<file path="src/logic/flpc_pkg.sv">
package flpc_pkg;
  // Command codes used on the register port
  localparam logic [7:0] FLPC_CMD_SUMMARY = 8'h00;
  localparam logic [7:0] FLPC_CMD_LATCHED = 8'h01;
  localparam logic [7:0] FLPC_CMD_ENABLE = 8'h02;
  localparam logic [7:0] FLPC_CMD_PINCTL = 8'h03;
  localparam logic [7:0] FLPC_CMD_INSTANT = 8'h04;
  // Fault vector layout
  localparam int FLPC_NFLT = 14;
  localparam logic [13:0] FLPC_SUPPLY_MASK = 14'h3f7b; // All ov/uv bits, idac bits 2 and 7 out
  localparam logic [13:0] FLPC_EN_RST = 14'h0000;
  // Pin control field positions
  localparam int FLPC_CFG0_LSB = 0;
  localparam int FLPC_CFG1_LSB = 2;
  localparam int FLPC_PIN0_BIT = 4;
  localparam int FLPC_PIN1_BIT = 5;
  localparam int FLPC_ALERT_BIT = 6;
  localparam int FLPC_ADIS_BIT = 7;
  localparam int FLPC_TEST_BIT = 8;
  localparam int FLPC_STRAP_BIT = 9;
  localparam int FLPC_TRACK_BIT = 10;
  // Pin configuration modes
  localparam logic [1:0] FLPC_CFG_STATUS = 2'h0;
  localparam logic [1:0] FLPC_CFG_STATUS_N = 2'h1;
  localparam logic [1:0] FLPC_CFG_OUTPUT = 2'h2;
  localparam logic [1:0] FLPC_CFG_INPUT = 2'h3;
  // Reset values
  localparam logic [1:0] FLPC_CFG_RST = 2'h2;
  localparam logic FLPC_PIN_RST = 1'b1;
  localparam logic FLPC_ADIS_RST = 1'b1;
  localparam logic FLPC_TEST_RST = 1'b0;
  // Strap is sampled once the two-flop synchroniser has settled
  localparam logic [1:0] FLPC_STRAP_WAIT = 2'h3;
  localparam logic [7:0] FLPC_DAC_LOW = 8'h00;
  localparam logic [7:0] FLPC_DAC_HIGH = 8'hff;
endpackage

</file>
<file path="src/logic/flpc_regs.sv">
`timescale 1ns/1ns
// How it works
// - Summary register bit 0 is OR of latched flags; bits 15:1 read zero.
// - Reading the summary leaves all latched flags untouched.
// - Fourteen flags latch when fault occurs with enable set; bits 15:14 zero.
// - Writing an enable bit to 0 clears its latched flag immediately.
// - Reading the latched register returns flags then clears all fourteen.
// - After a clearing read, flags with fault and enable still present set again.
// - Pin zero config 00 shows supplies ok, 01 its complement.
// - Pin zero config 10 open-drain mirrors written bit; 11 is an input.
// - Pin one config 00 shows DAC fault (code 00 or ff), 01 complement.
// - Pin one config 10 open-drain mirrors written bit; 11 is an input.
// - Strap high at power-on clears both general pin bits, driving both low.
// - Bit 6 reads the current alert pin level, read only.
// - Alert disable 1 never asserts; 0 drives alert low on any latched flag.
// - Test bit 8 stops ADC result updates and lets the host write them.
// - Writing 1 to bit 10 starts tracking; reads 1 while pending, else zero.
// - A flag can set only while enabled; disabled flags always read zero.
// - Instantaneous faults are unlatched and use the same fourteen-bit order.
module flpc_regs
  import flpc_pkg::*;
#(
  parameter bit HAS_TRACKING = 1'b1
) (
  input wire logic clk,
  input wire logic arst_n,
  input wire logic [7:0] cmd_code,
  input wire logic cmd_wr,
  input wire logic cmd_rd,
  input wire logic [15:0] cmd_wdata,
  output logic [15:0] cmd_rdata,
  output logic cmd_rvalid,
  input wire logic [13:0] inst_fault,
  input wire logic [7:0] dac0_code,
  input wire logic [7:0] dac1_code,
  input wire logic tracking_pending,
  output logic tracking_launch,
  output logic adc_result_host_write_test,
  input wire logic pin_zero_i,
  output logic pin_zero_o,
  output logic pin_zero_oe,
  input wire logic pin_one_i,
  output logic pin_one_o,
  output logic pin_one_oe,
  input wire logic alert_n_i,
  output logic alert_n_o,
  output logic alert_n_oe,
  input wire logic strap_i
);
  initial begin
    if (FLPC_NFLT != 14) $error("flpc_regs serves exactly fourteen fault flags");
  end

  logic [13:0] latched_q, latched_d;
  logic [13:0] enable_q, enable_d;
  logic [1:0] pin_zero_config_q, pin_one_config_q;
  logic pin_zero_wr_q, pin_one_wr_q;
  logic alert_disable_q, test_q;
  logic [1:0] strap_cnt_q;
  logic [15:0] rdata_q;
  logic rvalid_q, launch_q;
  logic pin_zero_oe_q, pin_one_oe_q, alert_oe_q;
  logic [3:0] pins_sync;

  // Pin levels come through the two-flop synchroniser
  flpc_sync #(.W(4)) u_sync (
    .clk(clk),
    .arst_n(arst_n),
    .async_i({strap_i, alert_n_i, pin_one_i, pin_zero_i}),
    .sync_o(pins_sync)
  );

  wire pin_zero_lvl = pins_sync[0];
  wire pin_one_lvl = pins_sync[1];
  wire alert_pin_level = pins_sync[2];
  wire strap_pin_level = pins_sync[3];

  // Command decode
  wire wr_enable = cmd_wr && (cmd_code == FLPC_CMD_ENABLE);
  wire wr_pinctl = cmd_wr && (cmd_code == FLPC_CMD_PINCTL);
  wire rd_latched = cmd_rd && (cmd_code == FLPC_CMD_LATCHED);
  wire strap_apply = (strap_cnt_q == FLPC_STRAP_WAIT - 2'h1) && strap_pin_level;

  // Status terms
  wire any_latched_fault = |latched_q;
  wire supplies_ok = ~|(inst_fault & FLPC_SUPPLY_MASK);
  wire dac_fault = (dac0_code == FLPC_DAC_LOW) || (dac0_code == FLPC_DAC_HIGH) ||
                   (dac1_code == FLPC_DAC_LOW) || (dac1_code == FLPC_DAC_HIGH);

  // Enable register, write takes effect in the same edge as the flag mask
  assign enable_d = wr_enable ? cmd_wdata[13:0] : enable_q;
  // Read clears, set wins, and new enable masks at once
  assign latched_d = ((rd_latched ? 14'h0000 : latched_q) | (inst_fault & enable_q)) & enable_d;

  // Pin register bit values per configuration
  logic pin_zero_value, pin_one_value;
  always_comb begin
    case (pin_zero_config_q)
      FLPC_CFG_STATUS: pin_zero_value = supplies_ok;
      FLPC_CFG_STATUS_N: pin_zero_value = ~supplies_ok;
      FLPC_CFG_OUTPUT: pin_zero_value = pin_zero_wr_q;
      default: pin_zero_value = pin_zero_lvl;
    endcase
    case (pin_one_config_q)
      FLPC_CFG_STATUS: pin_one_value = dac_fault;
      FLPC_CFG_STATUS_N: pin_one_value = ~dac_fault;
      FLPC_CFG_OUTPUT: pin_one_value = pin_one_wr_q;
      default: pin_one_value = pin_one_lvl;
    endcase
  end

  // Open drain pulls low when value is 0, released in input mode
  wire pin_zero_oe_d = (pin_zero_config_q != FLPC_CFG_INPUT) && !pin_zero_value;
  wire pin_one_oe_d = (pin_one_config_q != FLPC_CFG_INPUT) && !pin_one_value;
  wire alert_oe_d = !alert_disable_q && any_latched_fault;
  wire track_rd = HAS_TRACKING && tracking_pending;

  // Pin control readback
  logic [15:0] pinctl_rd;
  always_comb begin
    pinctl_rd = 16'h0000;
    pinctl_rd[FLPC_CFG0_LSB +: 2] = pin_zero_config_q;
    pinctl_rd[FLPC_CFG1_LSB +: 2] = pin_one_config_q;
    pinctl_rd[FLPC_PIN0_BIT] = pin_zero_value;
    pinctl_rd[FLPC_PIN1_BIT] = pin_one_value;
    pinctl_rd[FLPC_ALERT_BIT] = alert_pin_level;
    pinctl_rd[FLPC_ADIS_BIT] = alert_disable_q;
    pinctl_rd[FLPC_TEST_BIT] = test_q;
    pinctl_rd[FLPC_STRAP_BIT] = strap_pin_level;
    pinctl_rd[FLPC_TRACK_BIT] = track_rd;
  end

  // Read data select
  wire [15:0] rdata_d =
    (cmd_code == FLPC_CMD_SUMMARY) ? {15'h0000, any_latched_fault} :
    (cmd_code == FLPC_CMD_LATCHED) ? {2'h0, latched_q} :
    (cmd_code == FLPC_CMD_ENABLE) ? {2'h0, enable_q} :
    (cmd_code == FLPC_CMD_PINCTL) ? pinctl_rd :
    (cmd_code == FLPC_CMD_INSTANT) ? {2'h0, inst_fault} : 16'h0000;

  // Fault latches and enables
  always_ff @(posedge clk or negedge arst_n) begin
    if (!arst_n) begin
      latched_q <= 14'h0000;
      enable_q <= FLPC_EN_RST;
    end else begin
      latched_q <= latched_d;
      enable_q <= enable_d;
    end
  end

  // Pin control register and strap capture after reset release
  always_ff @(posedge clk or negedge arst_n) begin
    if (!arst_n) begin
      pin_zero_config_q <= FLPC_CFG_RST;
      pin_one_config_q <= FLPC_CFG_RST;
      pin_zero_wr_q <= FLPC_PIN_RST;
      pin_one_wr_q <= FLPC_PIN_RST;
      alert_disable_q <= FLPC_ADIS_RST;
      test_q <= FLPC_TEST_RST;
      strap_cnt_q <= 2'h0;
    end else begin
      if (strap_cnt_q != FLPC_STRAP_WAIT) begin
        strap_cnt_q <= strap_cnt_q + 2'h1;
      end
      if (strap_apply) begin
        pin_zero_wr_q <= 1'b0;
        pin_one_wr_q <= 1'b0;
      end else if (wr_pinctl) begin
        pin_zero_wr_q <= cmd_wdata[FLPC_PIN0_BIT];
        pin_one_wr_q <= cmd_wdata[FLPC_PIN1_BIT];
      end
      if (wr_pinctl) begin
        pin_zero_config_q <= cmd_wdata[FLPC_CFG0_LSB +: 2];
        pin_one_config_q <= cmd_wdata[FLPC_CFG1_LSB +: 2];
        alert_disable_q <= cmd_wdata[FLPC_ADIS_BIT];
        test_q <= cmd_wdata[FLPC_TEST_BIT];
      end
    end
  end

  // Registered outputs
  always_ff @(posedge clk or negedge arst_n) begin
    if (!arst_n) begin
      rdata_q <= 16'h0000;
      rvalid_q <= 1'b0;
      launch_q <= 1'b0;
      pin_zero_oe_q <= 1'b0;
      pin_one_oe_q <= 1'b0;
      alert_oe_q <= 1'b0;
    end else begin
      rdata_q <= cmd_rd ? rdata_d : rdata_q;
      rvalid_q <= cmd_rd;
      launch_q <= HAS_TRACKING && wr_pinctl && cmd_wdata[FLPC_TRACK_BIT];
      pin_zero_oe_q <= pin_zero_oe_d;
      pin_one_oe_q <= pin_one_oe_d;
      alert_oe_q <= alert_oe_d;
    end
  end

  assign cmd_rdata = rdata_q;
  assign cmd_rvalid = rvalid_q;
  assign tracking_launch = launch_q;
  assign adc_result_host_write_test = test_q;
  assign pin_zero_o = 1'b0;
  assign pin_one_o = 1'b0;
  assign alert_n_o = 1'b0;
  assign pin_zero_oe = pin_zero_oe_q;
  assign pin_one_oe = pin_one_oe_q;
  assign alert_n_oe = alert_oe_q;
endmodule // flpc_regs

</file>
<file path="src/logic/flpc_sync.sv">
`timescale 1ns/1ns
// Two-flop synchroniser for asynchronous pin levels
module flpc_sync #(
  parameter int W = 4
) (
  input wire logic clk,
  input wire logic arst_n,
  input wire logic [W-1:0] async_i,
  output logic [W-1:0] sync_o
);
  logic [W-1:0] meta_q;
  logic [W-1:0] sync_q;

  // First stage feeds only the second stage
  always_ff @(posedge clk or negedge arst_n) begin
    if (!arst_n) begin
      meta_q <= '0;
      sync_q <= '0;
    end else begin
      meta_q <= async_i;
      sync_q <= meta_q;
    end
  end

  assign sync_o = sync_q;
endmodule // flpc_sync

</file>
<file path="config.mk">
export PLATFORM = sky130hd
export DESIGN_NAME = flpc_regs
export DESIGN_NICKNAME = d
export VERILOG_FILES = /design/src/logic/flpc_pkg.sv /design/src/logic/flpc_regs.sv /design/src/logic/flpc_sync.sv
export SDC_FILE = /design/constraint.sdc
export NUM_CORES = 1
export LEC_CHECK = 0
export ABC_CLOCK_PERIOD_IN_PS = 3700
export BUFFER_PORTS_ARGS = -buffer_cell sky130_fd_sc_hd__buf_4
export CAP_MARGIN = 30
export CORE_MARGIN = 5
export CORE_UTILIZATION = 50
export DETAILED_ROUTE_END_ITERATION = 8
export PLACE_DENSITY = 0.78
export SYNTH_ARGS = -nofsm -noshare
export SYNTH_HDL_FRONTEND = slang
export SYNTH_SLANG_ARGS = --single-unit
</file>
<file path="constraint.sdc">
create_clock -name clk -period 3.7 [get_ports clk]
set_input_delay 0.74 -clock clk [delete_from_list [all_inputs] [get_ports clk]]
set_output_delay 0.74 -clock clk [all_outputs]
set_load 0.02 [all_outputs]
</file>
=== After elaboration in Yosys (flattened, before gate mapping) ===
Cells that the tools add are included.

* Register bits after elaboration: 67
* Input bits: 63
* Output and inout port bits: 25
* Logic and storage cells: 72

* Add/sub/neg operators: 1
* Equal/unequal tests: 14
* Mux-type cells: 13
* Bitwise gates (word level): 4
* Reduce and logical (&&, ||, !) cells: 23

{| class="wikitable"
|+ Operators with widths
! cell !! count
|-
| $mux W14 || 7
|-
| $and A14 B14 Y14 || 2
|-
| $logic_not A8 Y1 || 3
|-
| $eq A8 B2 Y1 const B || 2
|-
| $eq A8 B8 Y1 const B || 2
|-
| $or A14 B14 Y14 || 1
|-
| $reduce_or A14 Y1 || 1
|-
| $reduce_or A12 Y1 || 1
|-
| $eq A8 B1 Y1 const B || 1
|-
| $eq A8 B3 Y1 const B || 1
|-
| $logic_and A1 B1 Y1 || 8
|-
| $eq A2 B2 Y1 const B || 3
|-
| $ne A2 B2 Y1 const B || 3
|-
| $pmux W1 S3 || 2
|-
| $eq A2 B1 Y1 const B || 2
|-
| $logic_not A1 Y1 || 4
|-
| $logic_not A2 Y1 || 2
|-
| $mux W1 || 4
|-
| $logic_or A1 B1 Y1 || 3
|-
| $add A2 B1 Y2 const B || 1
|-
| $reduce_bool A2 Y1 || 1
|-
| $not A1 Y1 || 1
|}

=== Depth between registers and ports, before layout ===
* Depth after elaboration: 10
* Depth in mapped cells: 7
* Depth with buffers taken out: 5

=== Hierarchy ===
From an unflattened synthesis, not the netlist that was laid out.

* Cells, all modules: 280
* Area, all modules: 3134.3 µm²

{| class="wikitable"
|+ By module, submodules not included
! module !! instances !! cells an instance !! area each (µm²) !! seq. area each (µm²)
|-
| flpc_regs || 1 || 272 || 2934.1 || 1432.6
|-
| flpc_sync || 1 || 8 || 200.2 || 200.2
|}

=== Least setup slack after synthesis ===
No wires, ideal clock.

* Path type: input port to flip-flop
* Start: input port cmd_code[5]
* End: register latched_q[10]
* Setup time: 120 ps
* Data arrival time: 2249 ps
* Data required time: 3580 ps
* Setup slack: 1331 ps
* Cell stages on the path: 6
* Buffers on the path: 1
* Cells stage by stage: or4_4 nor3_4 nand3_4 buf_6 mux2_4 a21boi_1

* Elaborated cells on any way between the ends: 8
* Those cells by class: 2 x eq/ne; 2 x mux; 2 x bitwise; 2 x reduce/logical

{| class="wikitable"
|+ RTL lines
! element !! RTL line !! source
|-
| start, declared || flpc_regs.sv:27 || <nowiki>input wire logic [7:0] cmd_code,</nowiki>
|-
| $eq A8 B2 Y1 || flpc_regs.sv:79 || <nowiki>wire wr_enable = cmd_wr && (cmd_code == FLPC_CMD_ENABLE);</nowiki>
|-
| $logic_and A1 B1 Y1 || flpc_regs.sv:79 ||
|-
| $mux W14 || flpc_regs.sv:91 || <nowiki>assign enable_d = wr_enable ? cmd_wdata[13:0] : enable_q;</nowiki>
|-
| named net enable_d[10] || flpc_regs.sv:55 || <nowiki>logic [13:0] enable_q, enable_d;</nowiki>
|-
| $and A14 B14 Y14 || flpc_regs.sv:93 || <nowiki>assign latched_d = ((rd_latched ? 14'h0000 : latched_q) | (inst_fault & enable_q)) & enable_d;</nowiki>
|-
| named net latched_d[10] || flpc_regs.sv:54 || <nowiki>logic [13:0] latched_q, latched_d;</nowiki>
|-
| end signal, assigned || flpc_regs.sv:147 || <nowiki>latched_q <= latched_d;</nowiki>
|-
| end, declared || flpc_regs.sv:54 ||
|}

The timed path passes the listed nets, and every way through them passes these cells.
A chain may end at the register's enable or synchronous reset.

=== Final worst setup path ===
* Start: input port cmd_code[5]
* End: register latched_q[2]

* Cells in the longest elaborated chain, start to end: 5
* Elaborated cells on any way between the ends: 8
* Those cells by class: 2 x eq/ne; 2 x mux; 2 x bitwise; 2 x reduce/logical

{| class="wikitable"
|+ RTL lines
! element !! RTL line !! source
|-
| $eq A8 B1 Y1 || flpc_regs.sv:81 || <nowiki>wire rd_latched = cmd_rd && (cmd_code == FLPC_CMD_LATCHED);</nowiki>
|-
| $logic_and A1 B1 Y1 || flpc_regs.sv:81 ||
|-
| $mux W14 || flpc_regs.sv:93 ||
|-
| $or A14 B14 Y14 || flpc_regs.sv:93 ||
|-
| $and A14 B14 Y14 (*) || flpc_regs.sv:93 ||
|-
| named net latched_d[2] || flpc_regs.sv:54 ||
|}

Mark *: on every way through the listed nets, which the timed path passes. The rest lies on a longest branch.

==> reports/results.ini <==
[yosys]
synth_warnings = 0
ys_types = 46
synth-edff-count = 0
ys_seq_elements = 65
synthCells = 303
async_reset_ff_frac = 1.00
synth_area_um2 = 3150
synth_seq_area_share = 0.518
synth_ff_type = dfrtp_1
post_synth.cell_area_avg_um2 = 10.4

[floorplan]
fp.dieH_um = 89.4
boundaryPins = 88
die_area_um2 = 7990
start_util = 0.505
row_count = 29
die_x_um = 89.4
coreArea_um2 = 6240

[setup_path]
start_kind = primary input
worstPathArrival_ps = 2670
worstPathMaxFanout = 14
setup.worst_path.end_class = flop
required_ps = 3920
path_class = in -> reg

[clock_tree]
clk_path_buf_depth = 2
clkSinkCount = 65
clk_pin_slew_ps = 60
cts_setup_buffers = 0
insertion_delay_ps = 340
cts_tree = yes
ctsHoldBuffers = 0
htreeDepth = 3
numCtsBuffers = 9
ctsResizeCount = 0
ctsRootBufferMaster = clkbuf_8

[route]
postRouteAntennaNets = 0
wl_mm = 8.34
vias_per_cell = 5.79
wl_per_cell_um = 17.9
drt_pass1_iterations = 4
drcViolationCount = 0
drt-initial-drc-count = 251
vias = 2704

[placed_design]
dp.cells = 451
post-dp-hpwl_mm = 6.05
portBuffers = 80
place_congestion = 0.848

[sta]
worst_hold_slack_ps = 347
final_max_slew_viol_count = 0
slew_headroom = 0.456
worstMarginPinSlew_ps = 815
setup_viol = 0
hold_viol = 0
fmaxAchievable_mhz = 408
clock-skew-final_ps = 12.6
fin_crit_sh = 0.662
min_period_ps = 2450
rsz0062_at_grt = false
setup_tns_ps = 0

[final_layout]
final_cell_mix = buf_4 (82), dfrtp_1 (60), nand2_1 (35)
drive_gt1_frac = 0.321
n_antenna_cell = 0
fin_cells = 467
final_common_cell = buf_4
areaGrowthSynthToFinish_pct = 26.9
nets = 450
fillerInstances = 517

[power]
power_uw = 1560
ir_drop_mv = 0.413
powerDensity_nw_per_um2 = 390
p_leak_uw = 0.00193

[global_route]
grt_pass1_wl_mm = 13.7
grt_pass1_vias = 2763
grt_max_degree = 66
grt.total_usage = 0.226
grt_overflow = 0
grt_antenna_before_repair = 0

[worst_hold_path]
hold_path.class = reg -> reg

[run_status]
status = finished, final reports clean

[run]
maxCapViolCount = 0

==> cell families after synthesis <==
group | count (synthesis) | synth area share
muxes | 24 | 0.0937
DFF | 65 | 0.518
buffers and inverters | 28 | 0.0421
xor gates and xnor gates | 2 | 0.00556
adders and majority gates | 2 | 0.00794
AOI/OAI and AO/OA | 76 | 0.156
other | 1 | 0.00119
and+or+nand+nor | 105 | 0.175
==> critical path, cell delays in order <==
cell	delay, ps
buf_4	110
or4_4	560
and4bb_2	500
nand2_1	410
a21oi_1	270
nor3_1	70
==> metal layers <==
metal | vias up | part of all wire | track usage | wire length (µm)
met1 | 1311 | 0.40 | 0.300 | 3370
met4 | 0 | 0.020 | 0.0907 | 167
met5 | - | 0 | 0 | 0
li1 | 1251 | - | - | -
met3 | 20 | 0.083 | 0.0507 | 695
met2 | 122 | 0.49 | 0.360 | 4100
==> synth_stat cells, drive strengths merged, types with 7 or more instances <==
cell type   n  area [µm²]
dfrtp      60        1500
nand2      35         131
a21oi      29         145
nor2       27         104
mux2       20         255
a21boi     13        97.6
inv        12        45.0
buf        10        65.1
o31ai      10        75.1
and3        9        56.3
nand4       9        62.6
o21ai       7        35.0
==> state kept, by name, indices dropped and copies added (netlist names), 2 cells and up <==
signal             count
cmd_rdata             14
pin_zero_config_q      2
strap_cnt_q            2
u_sync.sync_o          4
enable_q              14
latched_q             14
pin_one_config_q       2
u_sync.meta_q          4
==> worst paths after layout <==
check / startpoint / end / slack (ps) / cells after the start
setup / recovery: cmd_code[5] / latched_q[2] / 1250 / 6
hold / removal: u_sync.meta_q[2] / u_sync.sync_o[2] / 350 / 0
setup reg to reg: latched_q[2] / cmd_rdata[0] / 2090 / 5
hold reg to reg: u_sync.meta_q[2] / u_sync.sync_o[2] / 350 / 0
max in group asynchronous: arst_n / pin_one_oe / 2670 / 1
min in group asynchronous: arst_n / enable_q[1] / 490 / 1
==> final cells by class <==
| type | instances | area [µm²] | share of cell area |
|---|---|---|---|
| clock buffers | 13 | 139 | 0.0347 |
| multi-input cells | 214 | 1400 | 0.350 |
| inverters | 13 | 48.8 | 0.0122 |
| clock inverters | 3 | 65.1 | 0.0163 |
| flip-flops and latches | 65 | 1630 | 0.408 |
| well taps | 77 | 96.3 | 0.0241 |
| repair buffers | 82 | 616 | 0.154 |
==> stage by stage <==
stage | util | area (µm²) | setup WS, ps
floorplan | - | 3170 | 1330
CTS | 0.641 | 4000 | 1290
finish | 0.641 | 4000 | 1250
global route | 0.641 | 4000 | 1210
global placement | 0.608 | 3790 | 952
detailed placement | 0.608 | 3790 | 926
==> power breakdown <==
part / internal [µW] / switching (µW)
sequential: 735 / 14.7
combinational: 80.2 / 89.6
clock: 380 / 259
(Power assumes the default switching activity.)
